File: config.mk
export PLATFORM = sky130hd
export DESIGN_NAME = trig_seq
export DESIGN_NICKNAME = d
export VERILOG_FILES = /design/src/trig_seq_pkg.sv /design/src/trig_seq.sv
export SDC_FILE = /design/constraint.sdc
export NUM_CORES = 1
export LEC_CHECK = 0
export CAP_MARGIN = 20
export CORE_ASPECT_RATIO = 1.75
export CORE_MARGIN = 2
export CORE_UTILIZATION = 64
export CTS_CLUSTER_SIZE = 20
export DETAILED_ROUTE_END_ITERATION = 10
export DONT_BUFFER_PORTS = 1
export PLACE_DENSITY = 0.81
export SYNTH_ARGS = -nofsm -noshare
export SYNTH_HDL_FRONTEND = slang
export SYNTH_SLANG_ARGS = --single-unit
File: constraint.sdc
create_clock -name clk_i -period 6 [get_ports clk_i]
set_input_delay 0 -clock clk_i [delete_from_list [all_inputs] [get_ports clk_i]]
set_output_delay 0 -clock clk_i [all_outputs]
set_load 0.005 [all_outputs]
File: src/trig_seq_pkg.sv
`default_nettype none
package trig_seq_pkg;
	// ----------------------------------------
	// Carriers
	// ----------------------------------------
	typedef struct packed {
		logic [19:0] addr;
		logic [15:0] data;
		logic        code_fetch;
		logic        queue_flush_flag;
		logic        rw;
		logic        mio;
		logic        irq;
		logic [2:0]  queue_depth_field;
	} bus_word_t;

	typedef struct packed {
		logic        cyc;
		logic        stb;
		logic        we;
		logic [7:0]  adr;
		logic [3:0]  sel;
		logic [31:0] dat;
	} wb_req_t;

	typedef enum logic [1:0] {
		SEQ_ONE   = 2'h0,
		SEQ_TWO   = 2'h1,
		SEQ_THREE = 2'h3,
		SEQ_FOUR  = 2'h2
	} seq_state_t;

	// ----------------------------------------
	// Register map
	// ----------------------------------------
	localparam logic [7:0] MATCH_BASE = 8'h00; // four blocks of 0x10
	localparam logic [7:0] MATCH_ADDR_PAT = 8'h0;
	localparam logic [7:0] MATCH_ADDR_CARE = 8'h4;
	localparam logic [7:0] MATCH_DATA = 8'h8; // pattern low, care high
	localparam logic [7:0] MATCH_FLAGS = 8'hC; // pattern [7:0], care [15:8]
	localparam logic [7:0] CTRL_OFS = 8'h40;
	localparam logic [7:0] STATUS_OFS = 8'h44;
	localparam logic [7:0] INT_STAT_OFS = 8'h48;
	localparam logic [7:0] INT_MASK_OFS = 8'h4C;
	localparam logic [7:0] COUNT_ONE_OFS = 8'h50;
	localparam logic [7:0] COUNT_TWO_OFS = 8'h54;
	// Control bits
	localparam int CTRL_SINGLE = 0;
	localparam int CTRL_STORE = 1;
	localparam int CTRL_DISPLAY = 2;
	// Event bits, shared by status and mask
	localparam int EV_MAIN = 0;
	localparam int EV_TIMING = 1;
	localparam int EV_SLOW = 2;
	localparam int EV_W = 3;
	localparam logic [EV_W-1:0] INT_MASK_RST = 3'h0;
	// Slow-clock detector: longest allowed gap between sample edges
	localparam int SLOW_GAP_NS = 10000;
	localparam int CLK_PERIOD_NS = 10;
	localparam int SLOW_GAP_CYC = SLOW_GAP_NS / CLK_PERIOD_NS;
	localparam int CNT_W = 16;
endpackage
`default_nettype wire

File: src/trig_seq.sv
// The implementer's own choices: the placing of the registers and register access over Wishbone.
`default_nettype none
module trig_seq (
	input  wire logic                   clk_i,
	input  wire logic                   rst_b_i,
	input  wire trig_seq_pkg::wb_req_t  wb_req_i,
	output logic [31:0]                 wb_dat_o,
	output logic                        wb_ack_o,
	input  wire logic                   probe_clk_i,
	input  wire trig_seq_pkg::bus_word_t probe_bus_i,
	output trig_seq_pkg::bus_word_t     store_word_o,
	output logic                        store_strobe_o,
	output logic                        main_trig_o,
	output logic                        timing_trig_o,
	output logic                        irq_o
);
	// ----------------------------------------
	// State
	// ----------------------------------------
	typedef struct packed {
		trig_seq_pkg::bus_word_t [3:0] pat;
		trig_seq_pkg::bus_word_t [3:0] care;
		logic [2:0]                     clk_sync;
		trig_seq_pkg::bus_word_t        bus_s1;
		trig_seq_pkg::bus_word_t        bus_s2;
		logic                           single;
		logic                           storing;
		trig_seq_pkg::seq_state_t       state;
		logic [trig_seq_pkg::CNT_W-1:0] cnt_one;
		logic [trig_seq_pkg::CNT_W-1:0] cnt_two;
		logic [10:0]                    gap;
		logic                           slow;
		logic [trig_seq_pkg::EV_W-1:0]  int_stat;
		logic [trig_seq_pkg::EV_W-1:0]  int_mask;
		trig_seq_pkg::bus_word_t        store_word;
		logic                           store_strobe;
		logic                           main_trig;
		logic                           timing_trig;
		logic                           ack;
		logic [31:0]                    rdat;
	} state_t;

	localparam logic [10:0] SLOW_LIMIT = 11'(trig_seq_pkg::SLOW_GAP_CYC);

	state_t s_q;
	state_t s_d;
	logic   sample_en;
	logic [3:0] hit;

	// Merge a write into an old word under the byte selects
	function automatic logic [31:0] merge(input logic [31:0] old, input logic [31:0] nw,
			input logic [3:0] sel);
		logic [31:0] m;
		m = {{8{sel[3]}}, {8{sel[2]}}, {8{sel[1]}}, {8{sel[0]}}};
		merge = (old & ~m) | (nw & m);
	endfunction

	// ----------------------------------------
	// Word matchers
	// ----------------------------------------
	// Falling probe edge seen past the synchroniser; delay by two is the sync itself
	assign sample_en = s_q.clk_sync[2] & ~s_q.clk_sync[1];

	// Each matcher compares only the fields whose care bits are set
	for (genvar i = 0; i < 4; i++) begin : g_match
		assign hit[i] = ((s_q.bus_s2 ^ s_q.pat[i]) & s_q.care[i]) == '0;
	end

	// ----------------------------------------
	// Next state
	// ----------------------------------------
	always_comb begin
		logic                          wr;
		logic                          rd_cycle;
		logic [1:0]                    idx;
		logic [3:0]                    ofs;
		logic [31:0]                   old;
		logic [31:0]                   nw;
		logic [trig_seq_pkg::EV_W-1:0] ev;
		s_d = s_q;
		rd_cycle = wb_req_i.cyc & wb_req_i.stb & ~s_q.ack;
		wr = rd_cycle & wb_req_i.we;
		idx = wb_req_i.adr[5:4];
		ofs = wb_req_i.adr[3:0];
		old = '0;
		nw = '0;
		ev = '0;
		s_d.store_strobe = 1'b0;
		s_d.main_trig = 1'b0;
		s_d.timing_trig = 1'b0;
		s_d.ack = rd_cycle;

		// Two-stage synchronisers for probe clock and bus word
		s_d.clk_sync = {s_q.clk_sync[1:0], probe_clk_i};
		s_d.bus_s1 = probe_bus_i;
		s_d.bus_s2 = s_q.bus_s1;

		// Slow-clock detector: gap since last sampling edge
		if (sample_en) begin
			s_d.gap = '0;
			s_d.slow = 1'b0;
		end else if (s_q.gap >= SLOW_LIMIT) begin
			s_d.slow = 1'b1;
		end else begin
			s_d.gap = s_q.gap + 11'h001;
		end
		ev[trig_seq_pkg::EV_SLOW] = s_d.slow & ~s_q.slow;

		// Trigger program, active only in store mode
		if (sample_en && s_q.storing) begin
			if (s_q.single) begin
				if (hit[0]) begin
					s_d.main_trig = 1'b1;
					s_d.timing_trig = 1'b1;
					s_d.storing = 1'b0;
				end
			end else begin
				unique case (s_q.state)
					trig_seq_pkg::SEQ_ONE: begin
						// Holds with counters frozen until the first hit
						if (hit[0]) begin
							s_d.state = trig_seq_pkg::SEQ_TWO;
							s_d.cnt_one = '0;
							s_d.cnt_two = '0;
						end
					end
					trig_seq_pkg::SEQ_TWO: begin
						if (hit[1]) s_d.state = trig_seq_pkg::SEQ_THREE;
						else s_d.cnt_one = s_q.cnt_one + 16'h0001;
					end
					trig_seq_pkg::SEQ_THREE: begin
						if (hit[2]) s_d.state = trig_seq_pkg::SEQ_FOUR;
						else s_d.cnt_two = s_q.cnt_two + 16'h0001;
					end
					trig_seq_pkg::SEQ_FOUR: begin
						if (hit[3]) begin
							s_d.main_trig = 1'b1;
							s_d.timing_trig = 1'b1;
							s_d.storing = 1'b0; // back to display mode
						end else begin
							s_d.store_strobe = 1'b1;
							s_d.store_word = s_q.bus_s2;
						end
					end
				endcase
			end
		end
		ev[trig_seq_pkg::EV_MAIN] = s_d.main_trig;
		ev[trig_seq_pkg::EV_TIMING] = s_d.timing_trig;

		// Register writes; commands override the sequencer
		if (wr && wb_req_i.adr < trig_seq_pkg::CTRL_OFS) begin
			unique case (ofs)
				trig_seq_pkg::MATCH_ADDR_PAT[3:0]: old = 32'(s_q.pat[idx].addr);
				trig_seq_pkg::MATCH_ADDR_CARE[3:0]: old = 32'(s_q.care[idx].addr);
				trig_seq_pkg::MATCH_DATA[3:0]: old = {s_q.care[idx].data, s_q.pat[idx].data};
				trig_seq_pkg::MATCH_FLAGS[3:0]: old = {16'h0000, s_q.care[idx][7:0],
						s_q.pat[idx][7:0]};
				default: old = '0;
			endcase
			nw = merge(old, wb_req_i.dat, wb_req_i.sel);
			unique case (ofs)
				trig_seq_pkg::MATCH_ADDR_PAT[3:0]: s_d.pat[idx].addr = nw[19:0];
				trig_seq_pkg::MATCH_ADDR_CARE[3:0]: s_d.care[idx].addr = nw[19:0];
				trig_seq_pkg::MATCH_DATA[3:0]: begin
					s_d.pat[idx].data = nw[15:0];
					s_d.care[idx].data = nw[31:16];
				end
				trig_seq_pkg::MATCH_FLAGS[3:0]: begin
					s_d.pat[idx][7:0] = nw[7:0];
					s_d.care[idx][7:0] = nw[15:8];
				end
				default: ;
			endcase
		end else if (wr && wb_req_i.sel[0]) begin
			if (wb_req_i.adr == trig_seq_pkg::CTRL_OFS) begin
				s_d.single = wb_req_i.dat[trig_seq_pkg::CTRL_SINGLE];
				// Store restarts the program from state one
				if (wb_req_i.dat[trig_seq_pkg::CTRL_STORE]) begin
					s_d.storing = 1'b1;
					s_d.state = trig_seq_pkg::SEQ_ONE;
				end
				if (wb_req_i.dat[trig_seq_pkg::CTRL_DISPLAY]) s_d.storing = 1'b0;
			end
			if (wb_req_i.adr == trig_seq_pkg::INT_MASK_OFS) begin
				s_d.int_mask = wb_req_i.dat[trig_seq_pkg::EV_W-1:0];
			end
		end

		// Sticky events, write one to clear; a new event wins over the clear
		s_d.int_stat = s_q.int_stat;
		if (wr && wb_req_i.sel[0] && wb_req_i.adr == trig_seq_pkg::INT_STAT_OFS) begin
			s_d.int_stat = s_q.int_stat & ~wb_req_i.dat[trig_seq_pkg::EV_W-1:0];
		end
		s_d.int_stat = s_d.int_stat | ev;

		// Read data, captured with the acknowledge; unmapped reads return zero
		s_d.rdat = '0;
		if (rd_cycle && !wb_req_i.we) begin
			if (wb_req_i.adr < trig_seq_pkg::CTRL_OFS) begin
				unique case (ofs)
					trig_seq_pkg::MATCH_ADDR_PAT[3:0]: s_d.rdat = 32'(s_q.pat[idx].addr);
					trig_seq_pkg::MATCH_ADDR_CARE[3:0]: s_d.rdat = 32'(s_q.care[idx].addr);
					trig_seq_pkg::MATCH_DATA[3:0]:
						s_d.rdat = {s_q.care[idx].data, s_q.pat[idx].data};
					trig_seq_pkg::MATCH_FLAGS[3:0]:
						s_d.rdat = {16'h0000, s_q.care[idx][7:0], s_q.pat[idx][7:0]};
					default: s_d.rdat = '0;
				endcase
			end else begin
				unique case (wb_req_i.adr)
					trig_seq_pkg::CTRL_OFS: s_d.rdat = {31'h00000000, s_q.single};
					trig_seq_pkg::STATUS_OFS:
						s_d.rdat = {28'h0000000, s_q.slow, s_q.state, s_q.storing};
					trig_seq_pkg::INT_STAT_OFS: s_d.rdat = 32'(s_q.int_stat);
					trig_seq_pkg::INT_MASK_OFS: s_d.rdat = 32'(s_q.int_mask);
					trig_seq_pkg::COUNT_ONE_OFS: s_d.rdat = 32'(s_q.cnt_one);
					trig_seq_pkg::COUNT_TWO_OFS: s_d.rdat = 32'(s_q.cnt_two);
					default: s_d.rdat = '0;
				endcase
			end
		end
	end

	// ----------------------------------------
	// Registers
	// ----------------------------------------
	// Patterns reset to all don't-care so every word hits; nothing fires until a store command
	always_ff @(posedge clk_i or negedge rst_b_i) begin
		if (!rst_b_i) begin
			s_q <= '0;
			s_q.int_mask <= trig_seq_pkg::INT_MASK_RST;
		end else begin
			s_q <= s_d;
		end
	end

	// ----------------------------------------
	// Outputs
	// ----------------------------------------
	assign wb_dat_o = s_q.rdat;
	assign wb_ack_o = s_q.ack;
	assign store_word_o = s_q.store_word;
	assign store_strobe_o = s_q.store_strobe;
	assign main_trig_o = s_q.main_trig;
	assign timing_trig_o = s_q.timing_trig;
	assign irq_o = |(s_q.int_stat & s_q.int_mask);
endmodule
`default_nettype wire

==> flow_metrics.tcl <==
set metrics [dict create \
    synthArstFlopShare_pct 100.0 \
    areaGrowthSynthToFinish_pct 10.36 \
    synth-edff-count 0 \
    power_density_mw_per_mm2 265.5 \
    htreeDepth 2 \
    clk_pin_slew_ps 70 \
    place_area_mm2 0.02693 \
    cts_tree "yes" \
    cts-root-buf "clkbuf_16" \
    ys_ff_latch 576 \
    die-area_mm2 0.04450 \
    grt_max_degree 577 \
    critPathArrivalTime_ps 4370 \
    fmax_mhz 258.8 \
    firstDrtPassIters 9 \
    rsz0062_at_grt "false" \
    r2r_slack_ps 2140 \
    violations "negative hold slack, max-slew violations" \
    critPathRequiredTime_ps 6510 \
    min_path_type "primary input to async pin" \
    fin_nets 2178 \
    synth_cell_types 59 \
    path_max_fanout 37 \
    final_cell_area_mm2 0.03020 \
    holdBufCountCts 142 \
    netlist_area_mm2 0.02737 \
    ios 175 \
    cts_buffers 51 \
    max-cap-violations 0 \
    clk_latency_ps 600 \
    drt_wl_total_mm 89.81 \
    path_class "flop to flop" \
    ys.flop_type "dfrtp_1" \
    final.setup.tns_ps 0 \
    routedWlPerCell_um 33.43 \
    ys_seq_area_share_pct 52.67 \
    min_period_ps 3864 \
    worst_pin_slew_ps 1865 \
    via_per_inst 7.100 \
    grt.overflow.total 0 \
    reg2reg_to "s_q[110]$_DFFE_PN0P_" \
    grt_pass1_wl_mm 130.6 \
    track_usage_pct 40.77 \
    drive_above_1_share_pct 27.78 \
    hold_ws_ps -874.8 \
    synth_area_leader_cell "dfrtp_1" \
    finalHoldViolCount 576 \
    start_kind "flop" \
    finClkSkew_ps 33.39 \
    ys_warn_count 0 \
    die_h_um 277.6 \
    clockBufferDepth 3 \
    dpl.hpwl_mm 59.16 \
    synth_cells 2108 \
    drc 0 \
    dp_slack_ps 2353 \
    final_common_cell "dfrtp_1" \
    routed-via-count 19070 \
    vdd_drop_max_mv 0.2470 \
    portBuffers 0 \
    avgSynthCellArea_um2 12.98 \
    yosysTopAreaCellShare_pct 52.67 \
    gp_congestion 1.057 \
    p_leak_nw 14.16 \
    rows 100 \
    period_share_pct 64.41 \
    finalSetupViolCount 0 \
    startpoint "s_q[164]$_DFF_PN0_" \
    antenna_found_initial 8 \
    reg2reg_depth 7 \
    timing.final.ws_setup_ps 2136 \
    layout_common_cells "576 x dfrtp_1, 369 x mux2_2, 181 x xor2_1, 140 x dlygate4sd3_1, 107 x a22oi_1" \
    timing.slew.headroom_pct -24.31 \
    drtAntennaViolNets 0 \
    cp-end-kind "flop" \
    initial_core_util_pct 64.52 \
    r2r_start "s_q[164]$_DFF_PN0_" \
    grt_pass1_vias 19650 \
    die_x_um 160.3 \
    core-area_mm2 0.04242 \
    cts_sinks 576 \
    outcome "finished with violations" \
    synth.area.top_cells "dfrtp_1 53%, mux2_2 15%, mux4_2 7.2%" \
    drv_slew 238 \
    drt_iter0_markers 2664 \
    syn_nets 2206 \
]
where the power goes:
group	internal [W]	switching (W)
Clock	0.00208	0.00151
Combinational	0.000172	0.000211
Sequential	0.00395	0.0000942
Total	0.00621	0.00181
stage by stage:
step / utilization (%) / std cells / power (W)
after floorplan: - / 2108 / 0.004324
after global placement: 63.49 / 2446 / 0.004381
after detailed placement: 63.49 / 2446 / 0.004393
after CTS: 71.18 / 2681 / 0.008009
after global routing: 71.18 / 2682 / 0.008205
final: 71.21 / 2686 / 0.008019
cell type report:
class                      instances  area [um2]
antenna                            5       12.51
clock buffer                      68        1441
clock inverter                    25       379.1
fill                            2769       12210
inverter                          12       45.04
multi-input combinational       1280       11640
sequential                       576       14410
tap                              561       701.9
timing repair buffer             159        1569
synth_stat cells (2+ instances only):
cell type    n
dfrtp_1    576
mux2_2     369
xor2_1     181
a22oi_1    107
nor2_1     104
nand2_1     92
mux4_2      88
buf_4       86
a21oi_1     79
clkbuf_1    76
buf_2       61
o21ai_0     33
nand4_1     26
nand3_1     23
a22o_1      17
a221o_1     16
o31ai_1     15
or4_1       13
inv_1       12
nor3_1      10
and3_1       8
buf_6        8
nand2b_1     8
o211ai_1     8
buf_1        7
a31oi_1      6
and2_1       6
mux2i_1      6
nand4b_1     6
nor4_1       6
nor2_2       5
or4b_2       5
a222oi_1     4
and4_1       4
ha_1         4
or3_1        3
a211o_1      2
a21boi_0     2
a21o_1       2
clkbuf_2     2
nand3b_1     2
o32a_1       2
xnor2_1      2
logic make-up (layout without fill, tap and decap cells):
| logic type | Yosys count | count (layout) | synth area share, % |
|---|---|---|---|
| compound gates | 302 | 302 | 7.626 |
| xor+xnor | 183 | 183 | 5.857 |
| other cells | 0 | 5 | 0 |
| flops | 576 | 576 | 52.67 |
| simple gates | 328 | 328 | 5.879 |
| mux | 463 | 463 | 22.64 |
| fa+ha+maj | 4 | 4 | 0.1829 |
| buf+inv | 252 | 264 | 5.143 |
what timing repair did:
action / CTS / global route
setup buffers: 0 / 0
resized for setup: 0 / 0
endpoints found under the hold margin: 862 / 576
how the worst max path moves through the flow:
| stage | cells after the start | endpoint | slack, ps |
|---|---|---|---|
| 3_3_place_gp | 7 | s_q[110]$_DFFE_PN0P_ | 2590 |
| 3_5_place_dp | 7 | s_q[110]$_DFFE_PN0P_ | 2350 |
| 4_1_cts | 7 | s_q[110]$_DFFE_PN0P_ | 2320 |
| 5_1_grt | 7 | s_q[110]$_DFFE_PN0P_ | 1940 |
| 2_1_floorplan | 9 | s_q[128]$_DFFE_PN0P_ | 3680 |
| 6_report | 7 | s_q[110]$_DFFE_PN0P_ | 2140 |
routing by layer:
layer / vias to the layer above / share of wire [%] / track usage [%]
met5: - / 0.030 / 0
met4: 4 / 12 / 38.39
met3: 514 / 9.3 / 10.66
met2: 1320 / 46 / 63.87
met1: 9722 / 32 / 44.98
li1: 7511 / - / -
worst max-delay path: stages, from the launching register on:
cell and delay (ps):
dfrtp_1 450, xor2_1 220, a22oi_1 540, nand4_1 250, nor4_4 530, nand4_2 790
a2111oi_1 730, mux2i_1 250
Power figures use the tool's default switching activity.
